<file path="src/include/pia_regs.vh">
// Constants of the prioritized interrupt acceptance block
`ifndef PIA_REGS_VH
`define PIA_REGS_VH
`define PIA_NUM_SRC 34
`define PIA_NUM_TRAP 9
`define PIA_MASK_RESET 3'h7
`define PIA_LVL_NMI 3'h7
`define PIA_LVL_DMA 3'h6
`define PIA_LVL_OFF 3'h0
`define PIA_VEC_BASE 24'hFFFF00
`define PIA_VEC_NMI 8'h20
`define PIA_VEC_WD 8'h24
`define PIA_VEC_FIRST_MASK 8'h28
`define PIA_VEC_UNDEF 8'h08
`define PIA_NEST_W 16
`endif

</file>
<file path="src/rtl/pia_pick.v">
// Highest-level pending source picker with fixed default order
module pia_pick #(
   parameter N = 34
) (
   input wire [N-1:0] pend_i,
   input wire [3*N-1:0] lvl_i,
   output reg hit_o,
   output reg [2:0] lvl_o,
   output reg [5:0] idx_o
);
   integer k;
   reg [2:0] l;
   always @* begin
      hit_o = 1'b0;
      lvl_o = 3'h0;
      idx_o = 6'h00;
      l = 3'h0;
      for (k = N - 1; k >= 0; k = k - 1) begin
         l = lvl_i[3*k +: 3];
         if (pend_i[k] && l != 3'h0 && (!hit_o || l >= lvl_o)) begin
            hit_o = 1'b1;
            lvl_o = l;
            idx_o = k[5:0];
         end
      end
   end
endmodule // pia_pick

</file>
<file path="src/rtl/pia_dma_pick.v">
// Micro DMA channel picker: lowest channel first
module pia_dma_pick (
   input wire [3:0] req_i,
   output reg hit_o,
   output reg [1:0] ch_o
);
   always @* begin
      hit_o = |req_i;
      casez (req_i)
         4'b???1: ch_o = 2'h0;
         4'b??10: ch_o = 2'h1;
         4'b?100: ch_o = 2'h2;
         default: ch_o = 2'h3;
      endcase
   end
endmodule // pia_dma_pick

</file>
<file path="src/rtl/pia_core.v">
// Interrupt controller and CPU acceptance sequencer
// How it works
// - 43 sources: 9 traps, 28 internal, 6 pins
// - Six programmable levels; non-maskable fixed 7
// - Forward level of highest pending request
// - Accept maskable when level at least mask
// - Traps ignore the interrupt mask
// - Enable loads mask; zero acts as one
// - Mask-off instruction sets mask to seven
// - New mask takes effect immediately
// - Acceptance clears the accepted pending request
// - Same level: smaller vector goes first
// - Push program counter and status word
// - Mask becomes level plus one, max seven
// - Nesting counter increments on each trap or interrupt acceptance, not on DMA
// - Fetch handler address at base plus vector
// - Traps fetch a vector but skip mask update
// - Return restores state, decrements nesting counter
// - Level 0 or 7 maskable never accepted
// - Higher level preempts; nesting resumes later
// - No sampling until handler first instruction
// - Reset sets mask to binary 111
// - 256-byte vector table, four-byte entries
// - Undefined opcode trap shares trap 2 vector
// - DMA requests at level 6, channel ordered
`include "pia_regs.vh"
module pia_core #(
   parameter NSRC = `PIA_NUM_SRC
) (
   input wire clk_i,
   input wire rst_b_i,
   // Source index 0 is the NMI pin, 1 the watchdog, rest maskable
   input wire [NSRC-1:0] src_event_i,
   input wire [3*NSRC-1:0] src_level_i,
   // Four bits per source, one per DMA channel it is routed to
   input wire [4*NSRC-1:0] src_dma_ch_i,
   input wire instr_boundary_i,
   input wire enable_interrupts_instr_i,
   input wire [2:0] enable_operand_i,
   input wire mask_off_instr_i,
   input wire software_trap_instr_i,
   input wire [2:0] trap_num_i,
   input wire undefined_opcode_trap_i,
   input wire return_from_handler_instr_i,
   input wire [23:0] extended_stack_pointer_i,
   input wire [15:0] status_word_i,
   input wire [23:0] pc_i,
   input wire [23:0] restored_pc_i,
   input wire [15:0] restored_status_i,
   input wire [23:0] fetched_addr_i,
   input wire mem_done_i,
   output reg [2:0] req_level_o,
   output reg req_valid_o,
   output reg [2:0] interrupt_mask_level_o,
   output reg [`PIA_NEST_W-1:0] nesting_counter_o,
   output reg push_o,
   output reg [23:0] push_addr_o,
   output reg [23:0] push_pc_o,
   output reg [15:0] push_sr_o,
   output reg vec_fetch_o,
   output reg [23:0] vec_addr_o,
   output reg branch_o,
   output reg [23:0] branch_addr_o,
   output reg dma_start_o,
   output reg [1:0] dma_ch_o,
   output reg [2:0] restore_level_o,
   output reg pop_o
);
   // ---------------------------------------------------------------
   // Sequencer states
   // ---------------------------------------------------------------
   localparam ST_IDLE = 3'h0;
   localparam ST_PUSH = 3'h1;
   localparam ST_FETCH = 3'h2;
   localparam ST_BRANCH = 3'h3;
   localparam ST_FIRST = 3'h4;

   function [7:0] src_vec;
      input [5:0] idx;
      begin
         src_vec = `PIA_VEC_NMI + {idx, 2'b00};
         // DMA-end group sits after a gap in the table
         if (idx > 6'd29)
            src_vec = src_vec + 8'h0C;
      end
   endfunction

   function [2:0] eff_level;
      input [5:0] idx;
      input [2:0] lvl;
      begin
         if (idx < 6'd2)
            eff_level = `PIA_LVL_NMI;
         else if (lvl == `PIA_LVL_NMI)
            eff_level = `PIA_LVL_OFF;
         else
            eff_level = lvl;
      end
   endfunction

   reg [2:0] st_q, st_d;
   // one flag per source, traps aside
   reg [NSRC-1:0] pend_q;
   reg [2:0] mask_q;
   reg [`PIA_NEST_W-1:0] nest_q;
   reg [7:0] vec_q;
   reg [5:0] idx_q;
   reg trap_q;
   reg [2:0] acc_lvl_q;
   reg [3*NSRC-1:0] eff_lvl;
   reg [3:0] dma_req;
   integer i;
   integer c;
   integer j;

   wire hit;
   wire [2:0] top_lvl;
   wire [5:0] top_idx;
   wire dma_hit;
   wire [1:0] dma_ch;

   always @* begin
      eff_lvl = {3*NSRC{1'b0}};
      dma_req = 4'h0;
      for (i = 0; i < NSRC; i = i + 1) begin
         eff_lvl[3*i +: 3] = eff_level(i[5:0], src_level_i[3*i +: 3]);
         for (c = 0; c < 4; c = c + 1) begin
            if (pend_q[i] && src_dma_ch_i[4*i + c])
               dma_req[c] = 1'b1;
         end
         if (|src_dma_ch_i[4*i +: 4])
            eff_lvl[3*i +: 3] = `PIA_LVL_OFF;
      end
   end

   pia_pick #(.N(NSRC)) u_pick (
      .pend_i(pend_q),
      .lvl_i(eff_lvl),
      .hit_o(hit),
      .lvl_o(top_lvl),
      .idx_o(top_idx)
   );

   pia_dma_pick u_dma (
      .req_i(dma_req),
      .hit_o(dma_hit),
      .ch_o(dma_ch)
   );

   // ---------------------------------------------------------------
   // Acceptance decision
   // ---------------------------------------------------------------
   wire trap_ev = software_trap_instr_i | undefined_opcode_trap_i;
   // enable operand applies in its own cycle
   wire [2:0] ei_val = (enable_operand_i == 3'h0) ? 3'h1 : enable_operand_i;
   wire [2:0] mask_now = mask_off_instr_i ? `PIA_MASK_RESET :
                         enable_interrupts_instr_i ? ei_val : mask_q;
   wire hw_ok = hit && (top_lvl >= mask_now) &&
                (top_lvl == `PIA_LVL_NMI || top_lvl != 3'h0);
   wire dma_ok = dma_hit && (`PIA_LVL_DMA >= mask_now) &&
                 !(hit && top_lvl > `PIA_LVL_DMA);
   // sample only in idle at boundaries
   wire can_take = (st_q == ST_IDLE) && instr_boundary_i;
   wire take_trap = can_take && trap_ev;
   wire take_dma = can_take && !trap_ev && dma_ok;
   wire take_hw = can_take && !trap_ev && !dma_ok && hw_ok;

   reg [NSRC-1:0] clr;
   always @* begin
      clr = {NSRC{1'b0}};
      if (take_hw)
         clr[top_idx] = 1'b1;
      for (j = 0; j < NSRC; j = j + 1) begin
         if (take_dma && src_dma_ch_i[4*j + dma_ch])
            clr[j] = 1'b1;
      end
   end

   always @* begin
      st_d = st_q;
      case (st_q)
         ST_IDLE: if (take_trap || take_hw) st_d = ST_PUSH;
         ST_PUSH: st_d = ST_FETCH;
         ST_FETCH: if (mem_done_i) st_d = ST_BRANCH;
         ST_BRANCH: st_d = ST_FIRST;
         ST_FIRST: if (instr_boundary_i) st_d = ST_IDLE;
         default: st_d = ST_IDLE;
      endcase
   end

   // ---------------------------------------------------------------
   // State registers
   // ---------------------------------------------------------------
   always @(posedge clk_i) begin
      if (!rst_b_i) begin
         st_q <= ST_IDLE;
         pend_q <= {NSRC{1'b0}};
         mask_q <= `PIA_MASK_RESET;
         nest_q <= {`PIA_NEST_W{1'b0}};
         vec_q <= 8'h00;
         idx_q <= 6'h00;
         trap_q <= 1'b0;
         acc_lvl_q <= 3'h0;
      end else begin
         st_q <= st_d;
         pend_q <= (pend_q & ~clr) | src_event_i;
         if (mask_off_instr_i)
            mask_q <= `PIA_MASK_RESET;
         else if (enable_interrupts_instr_i)
            mask_q <= ei_val;
         if (take_trap) begin
            trap_q <= 1'b1;
            // undefined opcode uses trap 2 vector
            vec_q <= undefined_opcode_trap_i ? `PIA_VEC_UNDEF :
                     {3'h0, trap_num_i, 2'b00};
         end else if (take_hw) begin
            trap_q <= 1'b0;
            idx_q <= top_idx;
            acc_lvl_q <= top_lvl;
            vec_q <= src_vec(top_idx);
         end
         if (st_q == ST_PUSH) begin
            nest_q <= nest_q + 1'b1;
            // mask to level plus one, cap seven
            if (!trap_q)
               mask_q <= (acc_lvl_q == 3'h7) ? 3'h7 : acc_lvl_q + 3'h1;
         end else if (return_from_handler_instr_i && st_q == ST_IDLE) begin
            nest_q <= nest_q - 1'b1;
            mask_q <= restored_status_i[14:12];
         end
      end
   end

   // ---------------------------------------------------------------
   // Registered outputs
   // ---------------------------------------------------------------
   always @(posedge clk_i) begin
      if (!rst_b_i) begin
         req_level_o <= 3'h0;
         req_valid_o <= 1'b0;
         interrupt_mask_level_o <= `PIA_MASK_RESET;
         nesting_counter_o <= {`PIA_NEST_W{1'b0}};
         push_o <= 1'b0;
         push_addr_o <= 24'h000000;
         push_pc_o <= 24'h000000;
         push_sr_o <= 16'h0000;
         vec_fetch_o <= 1'b0;
         vec_addr_o <= 24'h000000;
         branch_o <= 1'b0;
         branch_addr_o <= 24'h000000;
         dma_start_o <= 1'b0;
         dma_ch_o <= 2'h0;
         restore_level_o <= 3'h0;
         pop_o <= 1'b0;
      end else begin
         req_level_o <= hit ? top_lvl : 3'h0;
         req_valid_o <= hit;
         interrupt_mask_level_o <= mask_q;
         nesting_counter_o <= nest_q;
         push_o <= (st_q == ST_PUSH);
         push_addr_o <= extended_stack_pointer_i;
         push_pc_o <= pc_i;
         push_sr_o <= status_word_i;
         // address in the top 256 bytes
         vec_fetch_o <= (st_q == ST_FETCH) && !mem_done_i;
         vec_addr_o <= `PIA_VEC_BASE | {16'h0000, vec_q};
         branch_o <= (st_q == ST_BRANCH);
         // Vector data is only valid in its done cycle
         if (st_q == ST_FETCH && mem_done_i)
            branch_addr_o <= fetched_addr_i;
         dma_start_o <= take_dma;
         dma_ch_o <= dma_ch;
         restore_level_o <= restored_status_i[14:12];
         pop_o <= return_from_handler_instr_i && st_q == ST_IDLE;
      end
   end
endmodule // pia_core

</file>
<file path="config.mk">
export PLATFORM = sky130hd
export DESIGN_NAME = pia_core
export DESIGN_NICKNAME = d
export VERILOG_FILES = /design/src/rtl/pia_pick.v /design/src/rtl/pia_dma_pick.v /design/src/rtl/pia_core.v
export VERILOG_INCLUDE_DIRS = /design/src /design/src/include
export SDC_FILE = /design/constraint.sdc
export NUM_CORES = 1
export LEC_CHECK = 0
export BUFFER_PORTS_ARGS = -buffer_cell sky130_fd_sc_hd__buf_2
export CORE_AREA = 2 2 216 218
export CTS_CLUSTER_DIAMETER = 60
export CTS_CLUSTER_SIZE = 30
export DETAILED_ROUTE_END_ITERATION = 16
export DIE_AREA = 0 0 218 220
export PLACE_DENSITY = 0.7
export SETUP_SLACK_MARGIN = 0.2
export SLEW_MARGIN = 20
export SYNTH_ARGS = -nofsm -noshare
export SYNTH_HDL_FRONTEND = slang
export SYNTH_SLANG_ARGS = --single-unit
</file>
<file path="constraint.sdc">
create_clock -name clk_i -period 77.7 [get_ports clk_i]
set_input_delay 15.54 -clock clk_i [delete_from_list [all_inputs] [get_ports clk_i]]
set_output_delay 15.54 -clock clk_i [all_outputs]
set_load 0.02 [all_outputs]
</file>
==> results.md <==
- Detailed routing inserted a total of about 20000 vias.
- The global-route total usage across every layer is 32.33%.
- For the final database, setup skew stands at approximately 0.013 ns.
- Ranked by total cell area, the synthesized netlist is headed by sky130_fd_sc_hd__dfxtp_1 (24%), sky130_fd_sc_hd__ha_1 (9.2%), sky130_fd_sc_hd__nand2_1 (6.2%), sky130_fd_sc_hd__mux2i_1 (4.5%), sky130_fd_sc_hd__and2_1 (4.4%).
- The number of DRC markers after the initial detailed-route iteration is ~2100.
- The final routed DRC violation total is 0.
- The analysis attributes to cell leakage a power of roughly 9.5 nW.
- Summed over all instances, the cell type with the most area after synthesis is sky130_fd_sc_hd__dfxtp_1.
- The clock reaches the later pin of the worst-skew pair after approximately 0.45 ns.
- Setup repair after global routing left no endpoint under its margin.
- By instance count, the cell type seen most on the critical path is sky130_fd_sc_hd__a21o_1.
- The via density per instance is 6.061.
- The arrival time of data at the critical path endpoint is 73.81 ns.
- The total power after layout is approximately 0.36 mW.
- Averaged over all synthesized cells, the footprint is between 7 and 8 µm².
- The end point of the most critical hold path is branch_addr_o[18].
- The number of antenna violations at the first check in global routing is 13.
- The first detailed-routing pass took 6 iterations.
- The routed wire length per instance is approximately 25 µm.
- Counting every instance in the synthesized netlist gives ~2100.
- The area growth from synthesis to layout is 23.10%.
- Buffers added to address setup during post-CTS repair amount to 0.
- The post-synthesis simple-gate area fraction is about 31%.
- Measured against the total synthesized area, the mux share comes to under 10%.
- In this run the power density over the cells is 17.63 nW/µm².
- The master of the slowest instance on the critical path is sky130_fd_sc_hd__o31ai_1.
- The number of primary I/O pins is 560.
- The sum of negative setup slack is 0 ns.
- The initial utilization of the core area, before any placement, comes to between 30% and 40%.
- The number of gates resized after cts is 0.
- The worst setup path is of the in -> reg kind.
- The number of enable flip-flop cells after synthesis is 0.
- The worst register-to-register path has a depth of 255.
- The number of clock sinks seen by CTS is 194.
- The floorplan step defined a die boundary enclosing between 40000 and 50000 µm².
- The worst register-to-register path begins at pend_q[33].
- The H-tree generated during clock tree synthesis spans 4 levels.
- The number of placement rows is 79.
- Routability-driven placement finished with a final weighted congestion of 1.012.
- The slew at the pin with the worst max-slew slack is roughly 1.1 ns.
- After clock tree synthesis, the clock-pin slew on the worst setup and hold paths is around 0.080 ns.
- The root cell of the clock tree is sky130_fd_sc_hd__clkbuf_16.
- The critical path required time is 78.05 ns.
- The share of the synthesized netlist area taken by xor and xnor gates is less than 1%.
- Summing the areas of all compound-gate instances in the mapped netlist gives a little over a quarter of the synthesized area.
- Counting flops with an async set or reset pin after synthesis yields a share of 0%.
- The final count of pins violating max slew is 0.
- The critical path starts at src_dma_ch_i[132].
- Global routing finished with a remaining overflow of 0.
- The number of antenna-violating nets in the routed design is 0.
- The most used flip-flop cell after synthesis is sky130_fd_sc_hd__dfxtp_1.
- The critical hold path startpoint is branch_addr_o[18].
- The max capacitance violation total is 0.
- The count of synthesis-stage warnings from yosys is 0.
- The fraction of the cycle the final worst path needs is between 90% and 100%.
- The critical register-to-register path endpoint is pend_q[19].
- The worst-case headroom to the max-slew limit is 23.49%.
- TritonCTS built the clock tree.
- The maximum clock path buffer count is 2.
- The shortest clock period the worst path allows after layout is between 70 and 80 ns.
- The synthesized design contains between 150 and 200 register bits.
- Once layout is done, the placed cells without fillers occupy ~20000 µm².
- Entering global routing, the biggest net connects 101 pins.
- The final-report hold violation count came to 0.
- The worst setup path is launched from an input port.
- Input and output buffers added on the ports amount to between 500 and 600.
- IR analysis of the VDD net gives a maximum drop of ~0.000021 V.
- In this run the worst path has a maximum fanout of 14.
- Measured along the x axis, the die boundary spans around 220 µm.
- The sequential element share of the synthesized area is a little under a quarter.
- The distinct cell type count after synthesis is about 110.
- The path class of the tightest hold or removal check is reg -> reg.
- The number of hold buffers added after CTS was 0.
- The run finished with clean final reports.
- The worst hold path cell count is 2.
- The synthesized area is around 16000 µm².
- The total setup violations reported at the end of the flow is 0.
- After detailed routing, the total wire length is slightly above 80 mm.
- Summing all placed instances gives a cell area of 19640 µm².
- The via count of the first global-routing pass is around 18000.
- The worst setup path is captured at a flip-flop.
- Based on the critical path, the design can be clocked at up to 13.61 MHz.
- The worst reg-to-reg setup slack is approximately 19 ns.
- The dominant combinational cell family by area after synthesis is simple AND/OR/NAND/NOR gates.
- From bottom edge to top edge, the die measures around 220 µm.
- After Yosys synthesis, full adders, half adders and majority gates account for a little under a tenth of the synthesized area.
- The global-route wire length before repair is 115.2 mm.
- The half-perimeter wire length after detailed placement is slightly below 70 mm.
- The proportion of netlist area held by the largest area contributor is 23.54%.
- The core region is 45860 µm².
- The number of buffers created by CTS is 17.
- The biggest cell delay along the critical path is a little under 0.9 ns.
- The net count reported at finish is between 3000 and 4000.
- Cells with a size suffix above 1 make up about a quarter of the layout.
[power breakdown]
part / leakage, nW / total, mW / internal, mW / switching (mW)
clock network: 0.301 / 0.0934 / 0.0450 / 0.0484
logic: 7.63 / 0.146 / 0.0596 / 0.0860
registers: 1.60 / 0.119 / 0.110 / 0.00910
total: 9.54 / 0.358 / 0.215 / 0.143
[flip-flops by register name, indices dropped and copies added (netlist names)]
register / flops
acc_lvl_q: 3
branch_addr_o: 24
branch_o: 1
dma_ch_o: 2
dma_start_o: 1
interrupt_mask_level_o: 3
mask_q: 3
nest_q: 16
nesting_counter_o: 16
pend_q: 34
pop_o: 1
push_addr_o: 24
push_o: 1
push_pc_o: 24
push_sr_o: 16
req_level_o: 3
req_valid_o: 1
restore_level_o: 3
st_q: 3
trap_q: 1
vec_addr_o: 7
vec_fetch_o: 1
vec_q: 6
[synthesized netlist by cell type, types with 47 or more instances]
| cell | count |
|---|---|
| sky130_fd_sc_hd__a21o_1 | 47 |
| sky130_fd_sc_hd__and2_1 | 116 |
| sky130_fd_sc_hd__dfxtp_1 | 194 |
| sky130_fd_sc_hd__nand3_1 | 103 |
| sky130_fd_sc_hd__a21oi_1 | 119 |
| sky130_fd_sc_hd__nor2_1 | 123 |
| sky130_fd_sc_hd__nand2_1 | 274 |
| sky130_fd_sc_hd__ha_1 | 121 |
| sky130_fd_sc_hd__inv_1 | 67 |
| sky130_fd_sc_hd__o21a_1 | 48 |
| sky130_fd_sc_hd__mux2i_1 | 74 |
| sky130_fd_sc_hd__clkbuf_1 | 49 |
| sky130_fd_sc_hd__and3_1 | 56 |
| sky130_fd_sc_hd__o21ai_0 | 111 |
[final cells by class]
type,instances,area (µm²)
repair buffers,535,2740
fillers,4699,25550
flip-flops and latches,194,3884
diodes,10,25.02
inverters,70,262.8
clock buffers,18,439.2
multi-input cells,1781,12020
clock inverters,14,182.7
well taps,607,759.5
[cells by family (layout without fill, tap and decap cells)]
group | count (synthesis) | count (layout)
flip-flops | 194 | 194
AO/OA/AOI/OAI | 607 | 607
other | 1 | 12
AND/OR/NAND/NOR | 944 | 944
multiplexers | 88 | 88
adder cells (fa/ha/maj) | 122 | 122
XOR/XNOR | 18 | 18
buffers and inverters | 150 | 637
[routing by layer]
layer | global-route usage [%] | routed length (µm)
met1 | 41.54 | 33090
met2 | 51.17 | 36400
met3 | 8.765 | 8412
met4 | 12.95 | 3518
met5 | 0 | 103
[layout by cell type, fill, tap and decap left out, drive strengths merged, types with 13 or more instances in the layout]
cell,instances
buf,535
nand2,274
dfxtp,194
nor2,125
a21oi,122
ha,121
and2,116
o21ai,115
nand3,105
inv,76
mux2i,74
and3,56
o21a,48
nor4,48
a21o,47
a22oi,46
nand4,46
nand2b,43
or3,35
a31oi,35
nor3,32
a221oi,20
a22o,18
and4,18
clkbuf,18
o22ai,17
o32a,14
mux2,14
xnor2,13
[stage by stage]
stage	cells	setup WS (ns)	hold WS (ns)	utilization (%)
floorplan	2125	14.82	0.4023	-
global placement	3186	5.683	0.4405	42.82
detailed placement	3186	5.247	0.4371	42.82
CTS	3218	5.489	0.4593	44.17
global route	3220	0.5146	0.4785	44.24
finish	3229	4.236	0.4547	44.28
[worst max path at each step]
stage	end	slack, ns	depth (start not counted)
after floorplan	pend_q[20]	14.82	262
after global placement	pend_q[19]	5.68	255
after detailed placement	pend_q[19]	5.25	258
after CTS	pend_q[19]	5.49	255
after global routing	pend_q[19]	0.51	260
final	pend_q[19]	4.24	257
[worst max-delay path: cells and delay by family]
family | cells | cell delay (ns)
buf+inv | 7 | 0.81
simple gates | 82 | 14.39
mux | 4 | 1.20
compound gates | 130 | 32.39
fa+ha+maj | 34 | 9.38
(Power assumes the default switching activity.)
